==> src/include/smcd_pkg.sv <==
// Notes on behaviour
// [RL1] master sets servo-on, byte 0 bit 1, before any motion command
// [RL2] byte 2 bit 7 set requests origin search; device starts it
// [RL3] origin search drives configured direction using the selected search mode
// [RL4] with absolute detection, origin search becomes a positioning move to origin
// [RL5] master writes command code zero in byte 1 bits 0-3 first
// [RL6] code 0001 is direct positioning to the message target
// [RL7] code commands launch only on a rising edge of byte 0 bit 0
// [RL8] byte 3 bit 0 relative: target equals present position plus message value
// [RL9] master loads target bytes 4-7 before raising the start flag
// [RL10] code 0010 is interrupt feeding toward the target
// [RL11] interrupt input change: slow to interrupt speed, travel feed distance from there
// [RL12] interrupt feeding reuses ordinary positioning ramp settings
// [RL13] interrupt positioning speed 1 to 240000, default 24000, immediate
// [RL14] interrupt feed function select 0 or 1, default 0, power-up effective
// [RL15] exponential time constant 4 to 1000 ms, default 25, immediate
// [RL16] moving average time constant 4 to 1000 ms, default 25, immediate
// [RL17] origin requests and start edges ignored while servo-on is zero
package smcd_pkg;
  // ---------------------------------------------
  // message field positions
  // ---------------------------------------------
  localparam int unsigned START_BIT   = 0;
  localparam int unsigned SERVO_BIT   = 1;
  localparam int unsigned HOME_BIT    = 7;
  localparam int unsigned REL_BIT     = 0;
  localparam int unsigned DIR_BIT     = 1;
  localparam int unsigned CODE_LSB    = 0;
  localparam int unsigned CODE_W      = 4;
  // ---------------------------------------------
  // command codes
  // ---------------------------------------------
  localparam logic [3:0] CODE_NOP     = 4'h0;
  localparam logic [3:0] CODE_DIRECT  = 4'h1;
  localparam logic [3:0] CODE_IFEED   = 4'h2;
  // ---------------------------------------------
  // parameter ranges and defaults
  // ---------------------------------------------
  localparam logic [17:0] SPEED_MIN   = 18'h0_0001;
  localparam logic [17:0] SPEED_MAX   = 18'h3_A980;
  localparam logic [17:0] ISPEED_DEF  = 18'h0_5DC0;
  localparam logic [9:0]  TC_MIN      = 10'h004;
  localparam logic [9:0]  TC_MAX      = 10'h3E8;
  localparam logic [9:0]  TC_DEF      = 10'h019;
  localparam logic        IFEED_SEL_DEF = 1'b0;
  localparam logic [2:0]  MODE_MAX    = 3'h6;
  // ---------------------------------------------
  // motion kinds
  // ---------------------------------------------
  typedef enum logic [2:0] {
    MV_IDLE  = 3'b000,
    MV_HOME  = 3'b001,
    MV_HOMEP = 3'b010,
    MV_POS   = 3'b011,
    MV_IFEED = 3'b100,
    MV_ICRP  = 3'b101
  } smcd_mv_t;
endpackage : smcd_pkg

==> src/rtl/smcd_decoder.sv <==
`timescale 1ns/1ps
module smcd_decoder (
  input  wire logic        mclk_i,
  input  wire logic        arst_n_i,
  input  wire logic [63:0] msg_i,
  input  wire logic        msg_valid_i,
  input  wire logic [31:0] present_pos_i,
  input  wire logic        abs_system_i,
  input  wire logic        intr_in_i,
  input  wire logic        motion_done_i,
  input  wire logic [2:0]  origin_search_mode_sel_i,
  input  wire logic        home_dir_i,
  input  wire logic [17:0] interrupt_position_speed_i,
  input  wire logic [31:0] interrupt_feed_distance_i,
  input  wire logic        interrupt_feed_function_sel_i,
  input  wire logic [9:0]  exp_curve_time_constant_i,
  input  wire logic [9:0]  moving_avg_time_constant_i,
  output logic             move_start_o,
  output logic [2:0]       move_kind_o,
  output logic             busy_o,
  output logic [31:0]      target_o,
  output logic             dir_o,
  output logic [2:0]       search_mode_o,
  output logic [17:0]      crawl_speed_o,
  output logic [9:0]       exp_tc_o,
  output logic [9:0]       mavg_tc_o,
  output logic             ifeed_en_o,
  output logic             cmd_reject_o
);
  // ---------------------------------------------
  // message fields
  // ---------------------------------------------
  logic [7:0] b0, b1, b2, b3;
  logic [31:0] pos_val;
  logic servo_on, start_bit, home_bit, rel_bit, dir_bit;
  logic [3:0] code;
  assign b0 = msg_i[7:0];
  assign b1 = msg_i[15:8];
  assign b2 = msg_i[23:16];
  assign b3 = msg_i[31:24];
  assign pos_val   = msg_i[63:32];
  assign servo_on  = b0[smcd_pkg::SERVO_BIT];
  assign start_bit = b0[smcd_pkg::START_BIT];
  assign home_bit  = b2[smcd_pkg::HOME_BIT];
  assign rel_bit   = b3[smcd_pkg::REL_BIT];
  assign dir_bit   = b3[smcd_pkg::DIR_BIT];
  assign code      = b1[smcd_pkg::CODE_LSB +: smcd_pkg::CODE_W];

  // ---------------------------------------------
  // interrupt input synchroniser
  // ---------------------------------------------
  logic intr_s1_q, intr_s2_q, intr_s3_q;
  always_ff @(posedge mclk_i or negedge arst_n_i) begin
    if (!arst_n_i) begin
      intr_s1_q <= 1'b0;
      intr_s2_q <= 1'b0;
      intr_s3_q <= 1'b0;
    end else begin
      intr_s1_q <= intr_in_i;
      intr_s2_q <= intr_s1_q;
      intr_s3_q <= intr_s2_q;
    end
  end
  logic intr_chg;
  assign intr_chg = intr_s2_q ^ intr_s3_q;

  // ---------------------------------------------
  // parameter clamps
  // ---------------------------------------------
  logic [17:0] ispeed_c;
  logic [9:0]  exp_c, mavg_c;
  smcd_clamp #(.W(18)) u_ispeed (
    .val_i (interrupt_position_speed_i),
    .lo_i  (smcd_pkg::SPEED_MIN),
    .hi_i  (smcd_pkg::SPEED_MAX),
    .val_o (ispeed_c)
  ); // see [RL13]
  smcd_clamp #(.W(10)) u_exp (
    .val_i (exp_curve_time_constant_i),
    .lo_i  (smcd_pkg::TC_MIN),
    .hi_i  (smcd_pkg::TC_MAX),
    .val_o (exp_c)
  ); // see [RL15]
  smcd_clamp #(.W(10)) u_mavg (
    .val_i (moving_avg_time_constant_i),
    .lo_i  (smcd_pkg::TC_MIN),
    .hi_i  (smcd_pkg::TC_MAX),
    .val_o (mavg_c)
  ); // see [RL16]

  // ---------------------------------------------
  // power-up latched feed selection
  // ---------------------------------------------
  logic ifeed_en_q, ifeed_en_d, pwr_seen_q, pwr_seen_d;
  always_comb begin
    pwr_seen_d = 1'b1;
    ifeed_en_d = pwr_seen_q ? ifeed_en_q : interrupt_feed_function_sel_i; // see [RL14]
  end
  always_ff @(posedge mclk_i or negedge arst_n_i) begin
    if (!arst_n_i) begin
      pwr_seen_q <= 1'b0;
      ifeed_en_q <= smcd_pkg::IFEED_SEL_DEF;
    end else begin
      pwr_seen_q <= pwr_seen_d;
      ifeed_en_q <= ifeed_en_d;
    end
  end

  // ---------------------------------------------
  // command decode and motion state
  // ---------------------------------------------
  smcd_pkg::smcd_mv_t kind_q, kind_d;
  logic start_prev_q, start_prev_d, home_prev_q, home_prev_d;
  logic go_q, go_d, rej_q, rej_d, dir_q, dir_d;
  logic [31:0] tgt_q, tgt_d;
  logic [2:0] mode_q, mode_d;
  logic start_edge, home_edge;
  // start flag only counts as edge across valid message updates
  assign start_edge = msg_valid_i & start_bit & ~start_prev_q;                  // see [RL7]
  assign home_edge  = msg_valid_i & home_bit & ~home_prev_q;                    // see [RL2]

  always_comb begin
    kind_d       = kind_q;
    start_prev_d = msg_valid_i ? start_bit : start_prev_q;
    home_prev_d  = msg_valid_i ? home_bit : home_prev_q;
    go_d         = 1'b0;
    rej_d        = 1'b0;
    dir_d        = dir_q;
    tgt_d        = tgt_q;
    mode_d       = mode_q;
    if (kind_q != smcd_pkg::MV_IDLE && motion_done_i) begin
      kind_d = smcd_pkg::MV_IDLE;
    end
    if (kind_q == smcd_pkg::MV_IFEED && intr_chg) begin
      kind_d = smcd_pkg::MV_ICRP;                                               // see [RL11]
      tgt_d  = present_pos_i + interrupt_feed_distance_i;                       // see [RL11]
      go_d   = 1'b1;
    end
    if ((home_edge || start_edge) && !servo_on) begin
      rej_d = 1'b1;                                                             // see [RL17]
    end else if (home_edge) begin
      go_d   = 1'b1;
      mode_d = (origin_search_mode_sel_i > smcd_pkg::MODE_MAX) ? smcd_pkg::MODE_MAX
                                                               : origin_search_mode_sel_i; // see [RL3]
      dir_d  = home_dir_i;                                                      // see [RL3]
      kind_d = abs_system_i ? smcd_pkg::MV_HOMEP : smcd_pkg::MV_HOME;           // see [RL4]
      tgt_d  = abs_system_i ? 32'h0000_0000 : tgt_q;                            // see [RL4]
    end else if (start_edge) begin
      unique case (code)
        smcd_pkg::CODE_DIRECT: begin
          go_d   = 1'b1;
          kind_d = smcd_pkg::MV_POS;                                            // see [RL6]
          tgt_d  = rel_bit ? present_pos_i + pos_val : pos_val;                 // see [RL8]
          dir_d  = dir_bit;
        end
        smcd_pkg::CODE_IFEED: begin
          go_d   = 1'b1;
          kind_d = smcd_pkg::MV_IFEED;                                          // see [RL10]
          tgt_d  = rel_bit ? present_pos_i + pos_val : pos_val;                 // see [RL8]
          dir_d  = dir_bit;
        end
        default: begin
          rej_d = 1'b1;
        end
      endcase
    end
  end

  always_ff @(posedge mclk_i or negedge arst_n_i) begin
    if (!arst_n_i) begin
      kind_q       <= smcd_pkg::MV_IDLE;
      start_prev_q <= 1'b0;
      home_prev_q  <= 1'b0;
      go_q         <= 1'b0;
      rej_q        <= 1'b0;
      dir_q        <= 1'b0;
      tgt_q        <= 32'h0000_0000;
      mode_q       <= 3'h0;
    end else begin
      kind_q       <= kind_d;
      start_prev_q <= start_prev_d;
      home_prev_q  <= home_prev_d;
      go_q         <= go_d;
      rej_q        <= rej_d;
      dir_q        <= dir_d;
      tgt_q        <= tgt_d;
      mode_q       <= mode_d;
    end
  end

  // ---------------------------------------------
  // outputs
  // ---------------------------------------------
  // ramps are not exposed separately: feeding shares positioning ramps
  assign move_start_o  = go_q;
  assign move_kind_o   = kind_q;
  assign busy_o        = (kind_q != smcd_pkg::MV_IDLE);
  assign target_o      = tgt_q;
  assign dir_o         = dir_q;
  assign search_mode_o = mode_q;
  assign crawl_speed_o = ispeed_c;
  assign exp_tc_o      = exp_c;                                                 // see [RL12]
  assign mavg_tc_o     = mavg_c;
  assign ifeed_en_o    = ifeed_en_q;
  assign cmd_reject_o  = rej_q;
endmodule : smcd_decoder

==> src/rtl/smcd_clamp.sv <==
`timescale 1ns/1ps
module smcd_clamp #(
  parameter int unsigned W = 18
) (
  input  wire logic [W-1:0] val_i,
  input  wire logic [W-1:0] lo_i,
  input  wire logic [W-1:0] hi_i,
  output logic      [W-1:0] val_o
);
  // out-of-range settings saturate rather than being dropped
  always_comb begin
    if (val_i < lo_i) begin
      val_o = lo_i;
    end else if (val_i > hi_i) begin
      val_o = hi_i;
    end else begin
      val_o = val_i;
    end
  end
endmodule : smcd_clamp

==> config.mk <==
export PLATFORM = sky130hd
export DESIGN_NAME = smcd_decoder
export DESIGN_NICKNAME = d
export VERILOG_FILES = /design/src/include/smcd_pkg.sv /design/src/rtl/smcd_decoder.sv /design/src/rtl/smcd_clamp.sv
export SDC_FILE = /design/constraint.sdc
export NUM_CORES = 1
export LEC_CHECK = 0
export BUFFER_PORTS_ARGS = -buffer_cell sky130_fd_sc_hd__buf_4
export CORE_UTILIZATION = 47
export DETAILED_ROUTE_END_ITERATION = 16
export PLACE_DENSITY_LB_ADDON = 0.15
export SYNTH_ARGS = -nofsm -noshare
export SYNTH_HDL_FRONTEND = slang
export SYNTH_SLANG_ARGS = --single-unit
export TNS_END_PERCENT = 20
==> constraint.sdc <==
create_clock -name mclk_i -period 2.58 [get_ports mclk_i]
set_input_delay 0 -clock mclk_i [delete_from_list [all_inputs] [get_ports mclk_i]]
set_output_delay 0 -clock mclk_i [all_outputs]
set_load 0.05 [all_outputs]
== After elaboration in Yosys (flattened, before gate mapping) ==
Index checks and enable logic that the tools add are counted.

* Bits in registers: 48
* Input bits: 177
* Output and inout port bits: 81

* Add/subtract/negate cells: 2
* $lt $le $gt $ge: 7
* Equal/unequal tests: 4
* Muxes and demuxes: 33
* Bitwise operators: 8
* Reductions and logical operators: 11

{| class="wikitable"
|+ Operators with widths
! operator !! number
|-
| $mux 32 || 7
|-
| $add 32x32->32 || 2
|-
| $mux 10 || 4
|-
| $mux 18 || 2
|-
| $gt 10x10->1 const B || 2
|-
| $lt 10x3->1 const B || 2
|-
| $gt 18x18->1 const B || 1
|-
| $lt 18x1->1 const B || 1
|-
| $mux 3 || 6
|-
| $mux 1 || 12
|-
| $pmux 3 s2 || 1
|-
| $and 1x1->1 || 4
|-
| $eq 4x1->1 const B || 1
|-
| $eq 4x2->1 const B || 1
|-
| $reduce_bool 2->1 || 2
|-
| $eq 3x3->1 const B || 1
|-
| $gt 3x3->1 const B || 1
|-
| $logic_and 1x1->1 || 3
|-
| $ne 3x2->1 const B || 1
|-
| $not 1->1 || 3
|-
| $reduce_and 3->1 || 1
|-
| $reduce_bool 3->1 || 1
|-
| $mux 2 || 1
|-
| $reduce_and 2->1 || 1
|-
| other kinds (4) || 4
|}

== Longest topological paths before layout ==
* Depth after elaboration: 8
* Mapped depth: 12
* Gate-level depth less buffers: 12

== Hierarchy ==
From an unflattened synthesis, not the netlist that was laid out.

* Cells, all modules: 1,138
* Area, all modules: 9,037.4 µm²

{| class="wikitable"
|+ Modules (own cells, without submodules)
! module !! times used !! cells an instance !! area each (µm²)
|-
| smcd_decoder || 1 || 666 || 5,510.3
|-
| smcd_clamp at u_ispeed || 1 || 242 || 1,905.6
|-
| smcd_clamp at u_exp ... || 2 || 115 || 810.8
|}

== Worst setup path after synthesis ==
No wires, ideal clock.

* Path kind: input to register
* From: input port present_pos_i[0]
* To: register tgt_q[26], in the netlist target_o[26]
* Setup time: 0.126 ns
* Arrival: 2.385 ns
* Data required time: 2.454 ns
* Setup slack: 0.069 ns
* Cell stages on the path: 11
* Path through: ha_1 > fa_1 > a211oi_1 > o211ai_2 > a32oi_1 > a21oi_2 > o21ai_2 > o221a_4 > mux2i_1 > o21ai_1 > a311o_1

* Cells in the longest elaborated chain, start to end: 6
* Elaborated cells on any way between the ends: 8
* Those cells by class: add/sub (2); mux (6)

{| class="wikitable"
|+ Ends and longest elaborated chain
! element !! line !! text
|-
| start: declaration || smcd_decoder.sv:7 || <nowiki>input wire logic [31:0] present_pos_i,</nowiki>
|-
| $add 32x32->32 (on tied branches) || smcd_decoder.sv:136, smcd_decoder.sv:153, smcd_decoder.sv:159 ||
|-
| $mux 32 (on tied branches) || smcd_decoder.sv:134, smcd_decoder.sv:153, smcd_decoder.sv:159 ||
|-
| $mux 32 || - ||
|-
| $mux 32 || smcd_decoder.sv:148 || <nowiki>end else if (start_edge) begin</nowiki>
|-
| $mux 32 || smcd_decoder.sv:141 || <nowiki>end else if (home_edge) begin</nowiki>
|-
| $mux 32 * || smcd_decoder.sv:139 || <nowiki>if ((home_edge || start_edge) && !servo_on) begin</nowiki>
|-
| end signal: assignment || smcd_decoder.sv:186 || <nowiki>tgt_q <= tgt_d;</nowiki>
|-
| end: declaration || smcd_decoder.sv:115 || <nowiki>logic [31:0] tgt_q, tgt_d;</nowiki>
|}

Every way passes the cells marked *; elsewhere a longest branch is shown, timed or not.
A chain may end at the register's enable or synchronous reset.

== Final worst setup path ==
* From: input port msg_i[44]
* To: register tgt_q[29], in the netlist target_o[29]

* Cells in the longest elaborated chain, start to end: 6

{| class="wikitable"
|+ Ends and longest elaborated chain
! element !! line !! text
|-
| start: declaration || smcd_decoder.sv:5 || <nowiki>input wire logic [63:0] msg_i,</nowiki>
|-
| $add 32x32->32 || smcd_decoder.sv:153, smcd_decoder.sv:159 ||
|-
| $mux 32 || smcd_decoder.sv:153, smcd_decoder.sv:159 ||
|-
| $mux 32 || - ||
|-
| $mux 32 || smcd_decoder.sv:148 ||
|-
| $mux 32 || smcd_decoder.sv:141 ||
|-
| $mux 32 || smcd_decoder.sv:139 ||
|}

Every way passes these cells.

==> results by group <==
Timing
  • Fin. max-slew vios: 0
  • Achievable frequency: 409.6 MHz
  • Final worst setup slack: 138.7 ps
  • Post-layout min period: 2441 ps
  • Setup Skew: roughly 7.4 ps
  • Final setup vio count: 0
  • Hold Vio Cnt, Final: 0
  • Final period utilization: 94.62%
  • Worst Tran Pin Value: roughly 710 ps
  • Slew margin rel.: between 50 and 60%
  • Setup tns final: 0 ps

Synth
  • Most frequent cells after synthesis: a21oi_1, ha_1, nand2_1
  • Syn nets: 993
  • Ys flop type: dfrtp_1
  • Post-Syn Area: 5881 sq um
  • Area leader, netlist: dfrtp_1
  • Ys async rst share: 100.0%
  • Post-synth top area share: about a fifth
  • Most numerous cell in the Yosys netlist: a21oi_1
  • Mean Syn Cell Area: between 7 and 8 sq um
  • Main area contributors after synthesis: dfrtp_1, ha_1, a21oi_1
  • Synth warnings: 0
  • Yosys reg bits: 48
  • EDFF count, synth: 0
  • Synth unique cells: between 60 and 70
  • Mapped Cells: 752
  • Sequential area share after synthesis: approximately a fifth

Global routing
  • Total grt overflow: 0
  • Pin count of the biggest net entering global routing: between 40 and 50
  • Initial antenna violation count: 0
  • Vias in the first global route: roughly 6.8k
  • Global-route wire length before repair: 31880 um
  • GRT Overall Usage: 30.69%

Floorplan
  • FP Rows: 40
  • Ports: 258
  • Die Area: 12960 sq um
  • Core Footprint: 12110 sq um
  • Starting density of the core: 48.55%
  • Die Y-Extent: about 110 um
  • Die Wd: approximately 110 um

Final layout
  • Share of layout cells above drive strength 1: 30.96%
  • Synthesis-to-layout area growth: 46.62%
  • Core Util, Final: between 70 and 80%
  • Design Area, Final: ~8600 sq um
  • Layout Nets: 1280
  • N_diodes: 0
  • Post-Layout Cell Count: ~1.2k

Worst setup path
  • Worst setup SP type: primary input
  • Max stage delay cell, worst path: dlygate4sd3_1
  • Setup crit end kind: register
  • CP Cell Sequence: dlygate4sd3_1 -> buf_4 -> ha_4 -> a211oi_2 -> o21ai_2 -> a211oi_2 -> a211oi_2 -> nor3_1 -> buf_4 -> nor2_1 -> xor2_1 -> a222oi_1 -> nand3_1
  • CP max FO: 2
  • Worst reg2reg endpoint: target_o[29]
  • Crit path kind: in2reg
  • Reg-to-Reg Start: intr_s2_q
  • Worst Path Arrival: 2610 ps
  • Worst path most repeated cell: a211oi_2
  • R2r setup slk: 350 ps
  • WP data required: 2750 ps
  • Reg2Reg Depth: 8
  • WP buf/inv: 3
  • Largest delay contributor family on the critical path: compound AO/OA/AOI/OAI gates
  • Crit-path max cell delay: 530 ps

Job
  • Max-cap violations: 0

Placed design
  • Cell Area, Placed: 8088 sq um
  • Number of port buffers: 234
  • GPL Wtd Cong: 0.9094
  • Dpl ws: -243.3 ps
  • Final HPWL DP: 15860 um
  • Inst Count DP: 1170

Clock network
  • Root buffer cell: clkbuf_16
  • Worst-path clk slew: 70 ps
  • CTS H-Tree Depth: 2
  • Inserted Clock Buffers: 5
  • Clock latency on the worst-skew pair: approximately 310 ps
  • CTS tree: built
  • Bufs on Longest Clock Path: 2
  • Clk sinks: 48

Hold path
  • Min-delay worst type: in2reg
  • Hold Path Stages: 3
  • Endpoint, Worst Hold: target_o[5]
  • Hold path start: msg_i[37]

Drt
  • Drt via density: between 5 and 6
  • DRT antenna net count: 0
  • 1st-pass router iterations: 6
  • Vias after detailed routing: 6989
  • Final WL: 20360 um
  • Drt first-iter violations: 560
  • DRC: 0
  • DR WL/cell: 16.86 um

Power
  • IR drop worst, VDD: 0.3304 mV
  • Pwr Density: 535.5 nW/um^2
  • Pleak: 4.184 nW

Run status
  • Status: complete, no violations
layer usage:
| metal | GRT usage, % | vias up | routed length (um) | share of wire [%] |
|---|---|---|---|---|
| li1 | - | 3418 | - | - |
| met1 | 37.88 | 3213 | 8538 | 42 |
| met2 | 55.33 | 322 | 10010 | 49 |
| met3 | 3.719 | 36 | 1345 | 6.6 |
| met4 | 10.13 | 0 | 473 | 2.3 |
| met5 | 0 | - | 0 | 0 |
final cells by class:
| type | instances | area [sq um] |
|---|---|---|
| Sequential cell | 48 | 1201 |
| Tap cell | 168 | 210.2 |
| Clock buffer | 6 | 138.9 |
| Clock inverter | 2 | 38.79 |
| Multi-Input combinational cell | 644 | 4507 |
| Timing Repair Buffer | 313 | 2425 |
| Fill cell | 1041 | 3490 |
| Inverter | 27 | 101.3 |
cells by family after synthesis:
| family | after synthesis | share of synthesized area (%) |
|---|---|---|
| AOI/OAI and AO/OA | 289 | 33.00 |
| xor gates and xnor gates | 51 | 7.596 |
| muxes | 14 | 2.468 |
| adders and majority gates | 64 | 13.87 |
| and+or+nand+nor | 225 | 18.68 |
| other | 1 | 0.06377 |
| buffers and inverters | 60 | 3.893 |
| DFF | 48 | 20.43 |
repair_timing:
action,CTS,global route
setup endpoints to repair,0,10
gates resized for setup,0,9
buffers inserted,0,0
hold endpoints to repair,76,0
hold buffers,30,0
worst max path at each step:
| stage | cells after the start | start | slack (ps) | endpoint |
|---|---|---|---|---|
| floorplan | 11 | present_pos_i[0] | 70 | target_o[26] |
| global placement | 12 | present_pos_i[0] | -170 | target_o[28] |
| detailed placement | 12 | present_pos_i[0] | -240 | target_o[26] |
| CTS | 13 | msg_i[45] | 30 | target_o[29] |
| global route | 13 | msg_i[44] | -5 | target_o[29] |
| finish | 13 | msg_i[44] | 140 | target_o[29] |
state kept, by name (all words and copies together), names as in the netlist:
signal	count
intr_s2_q	1
pwr_seen_q	1
move_kind_o	3
cmd_reject_o	1
target_o	32
search_mode_o	3
intr_s3_q	1
intr_s1_q	1
ifeed_en_o	1
home_prev_q	1
move_start_o	1
start_prev_q	1
dir_o	1
tightest hold or removal path: cells and delay by family:
family                 cells  cell delay (ps)
buffers and inverters      1               90
AO/OA/AOI/OAI              2              180
report_power, final:
group          leakage [nW]  total [mW]  internal [mW]  switching [mW]
Sequential            0.629        1.06          0.933           0.122
Clock                0.0871       0.824          0.487           0.336
Combinational          3.47        2.74           1.07            1.67
stage by stage:
step	hold WS [ps]	power, mW
after floorplan	-295.6	2.793
after global placement	72.26	3.695
after detailed placement	81.40	3.718
after CTS	0.8297	4.587
after global routing	17.21	4.840
final	1.497	4.617
placed cells by master, fill, tap and decap left out, types with 12 or more instances in the layout:
master,count
inv_1,26
o21ai_0,35
nand3_1,14
dfrtp_1,48
o21ai_1,32
dlygate4sd3_1,30
nor2_1,55
nor2b_1,15
a21o_1,26
o21bai_1,17
xnor2_1,28
a222oi_1,13
nand4_1,12
nand2_1,60
buf_4,283
ha_1,60
a21oi_1,74
xor2_1,23
nor3_1,18
a211oi_1,13
No activity file was read; power rests on OpenSTA's default activity.
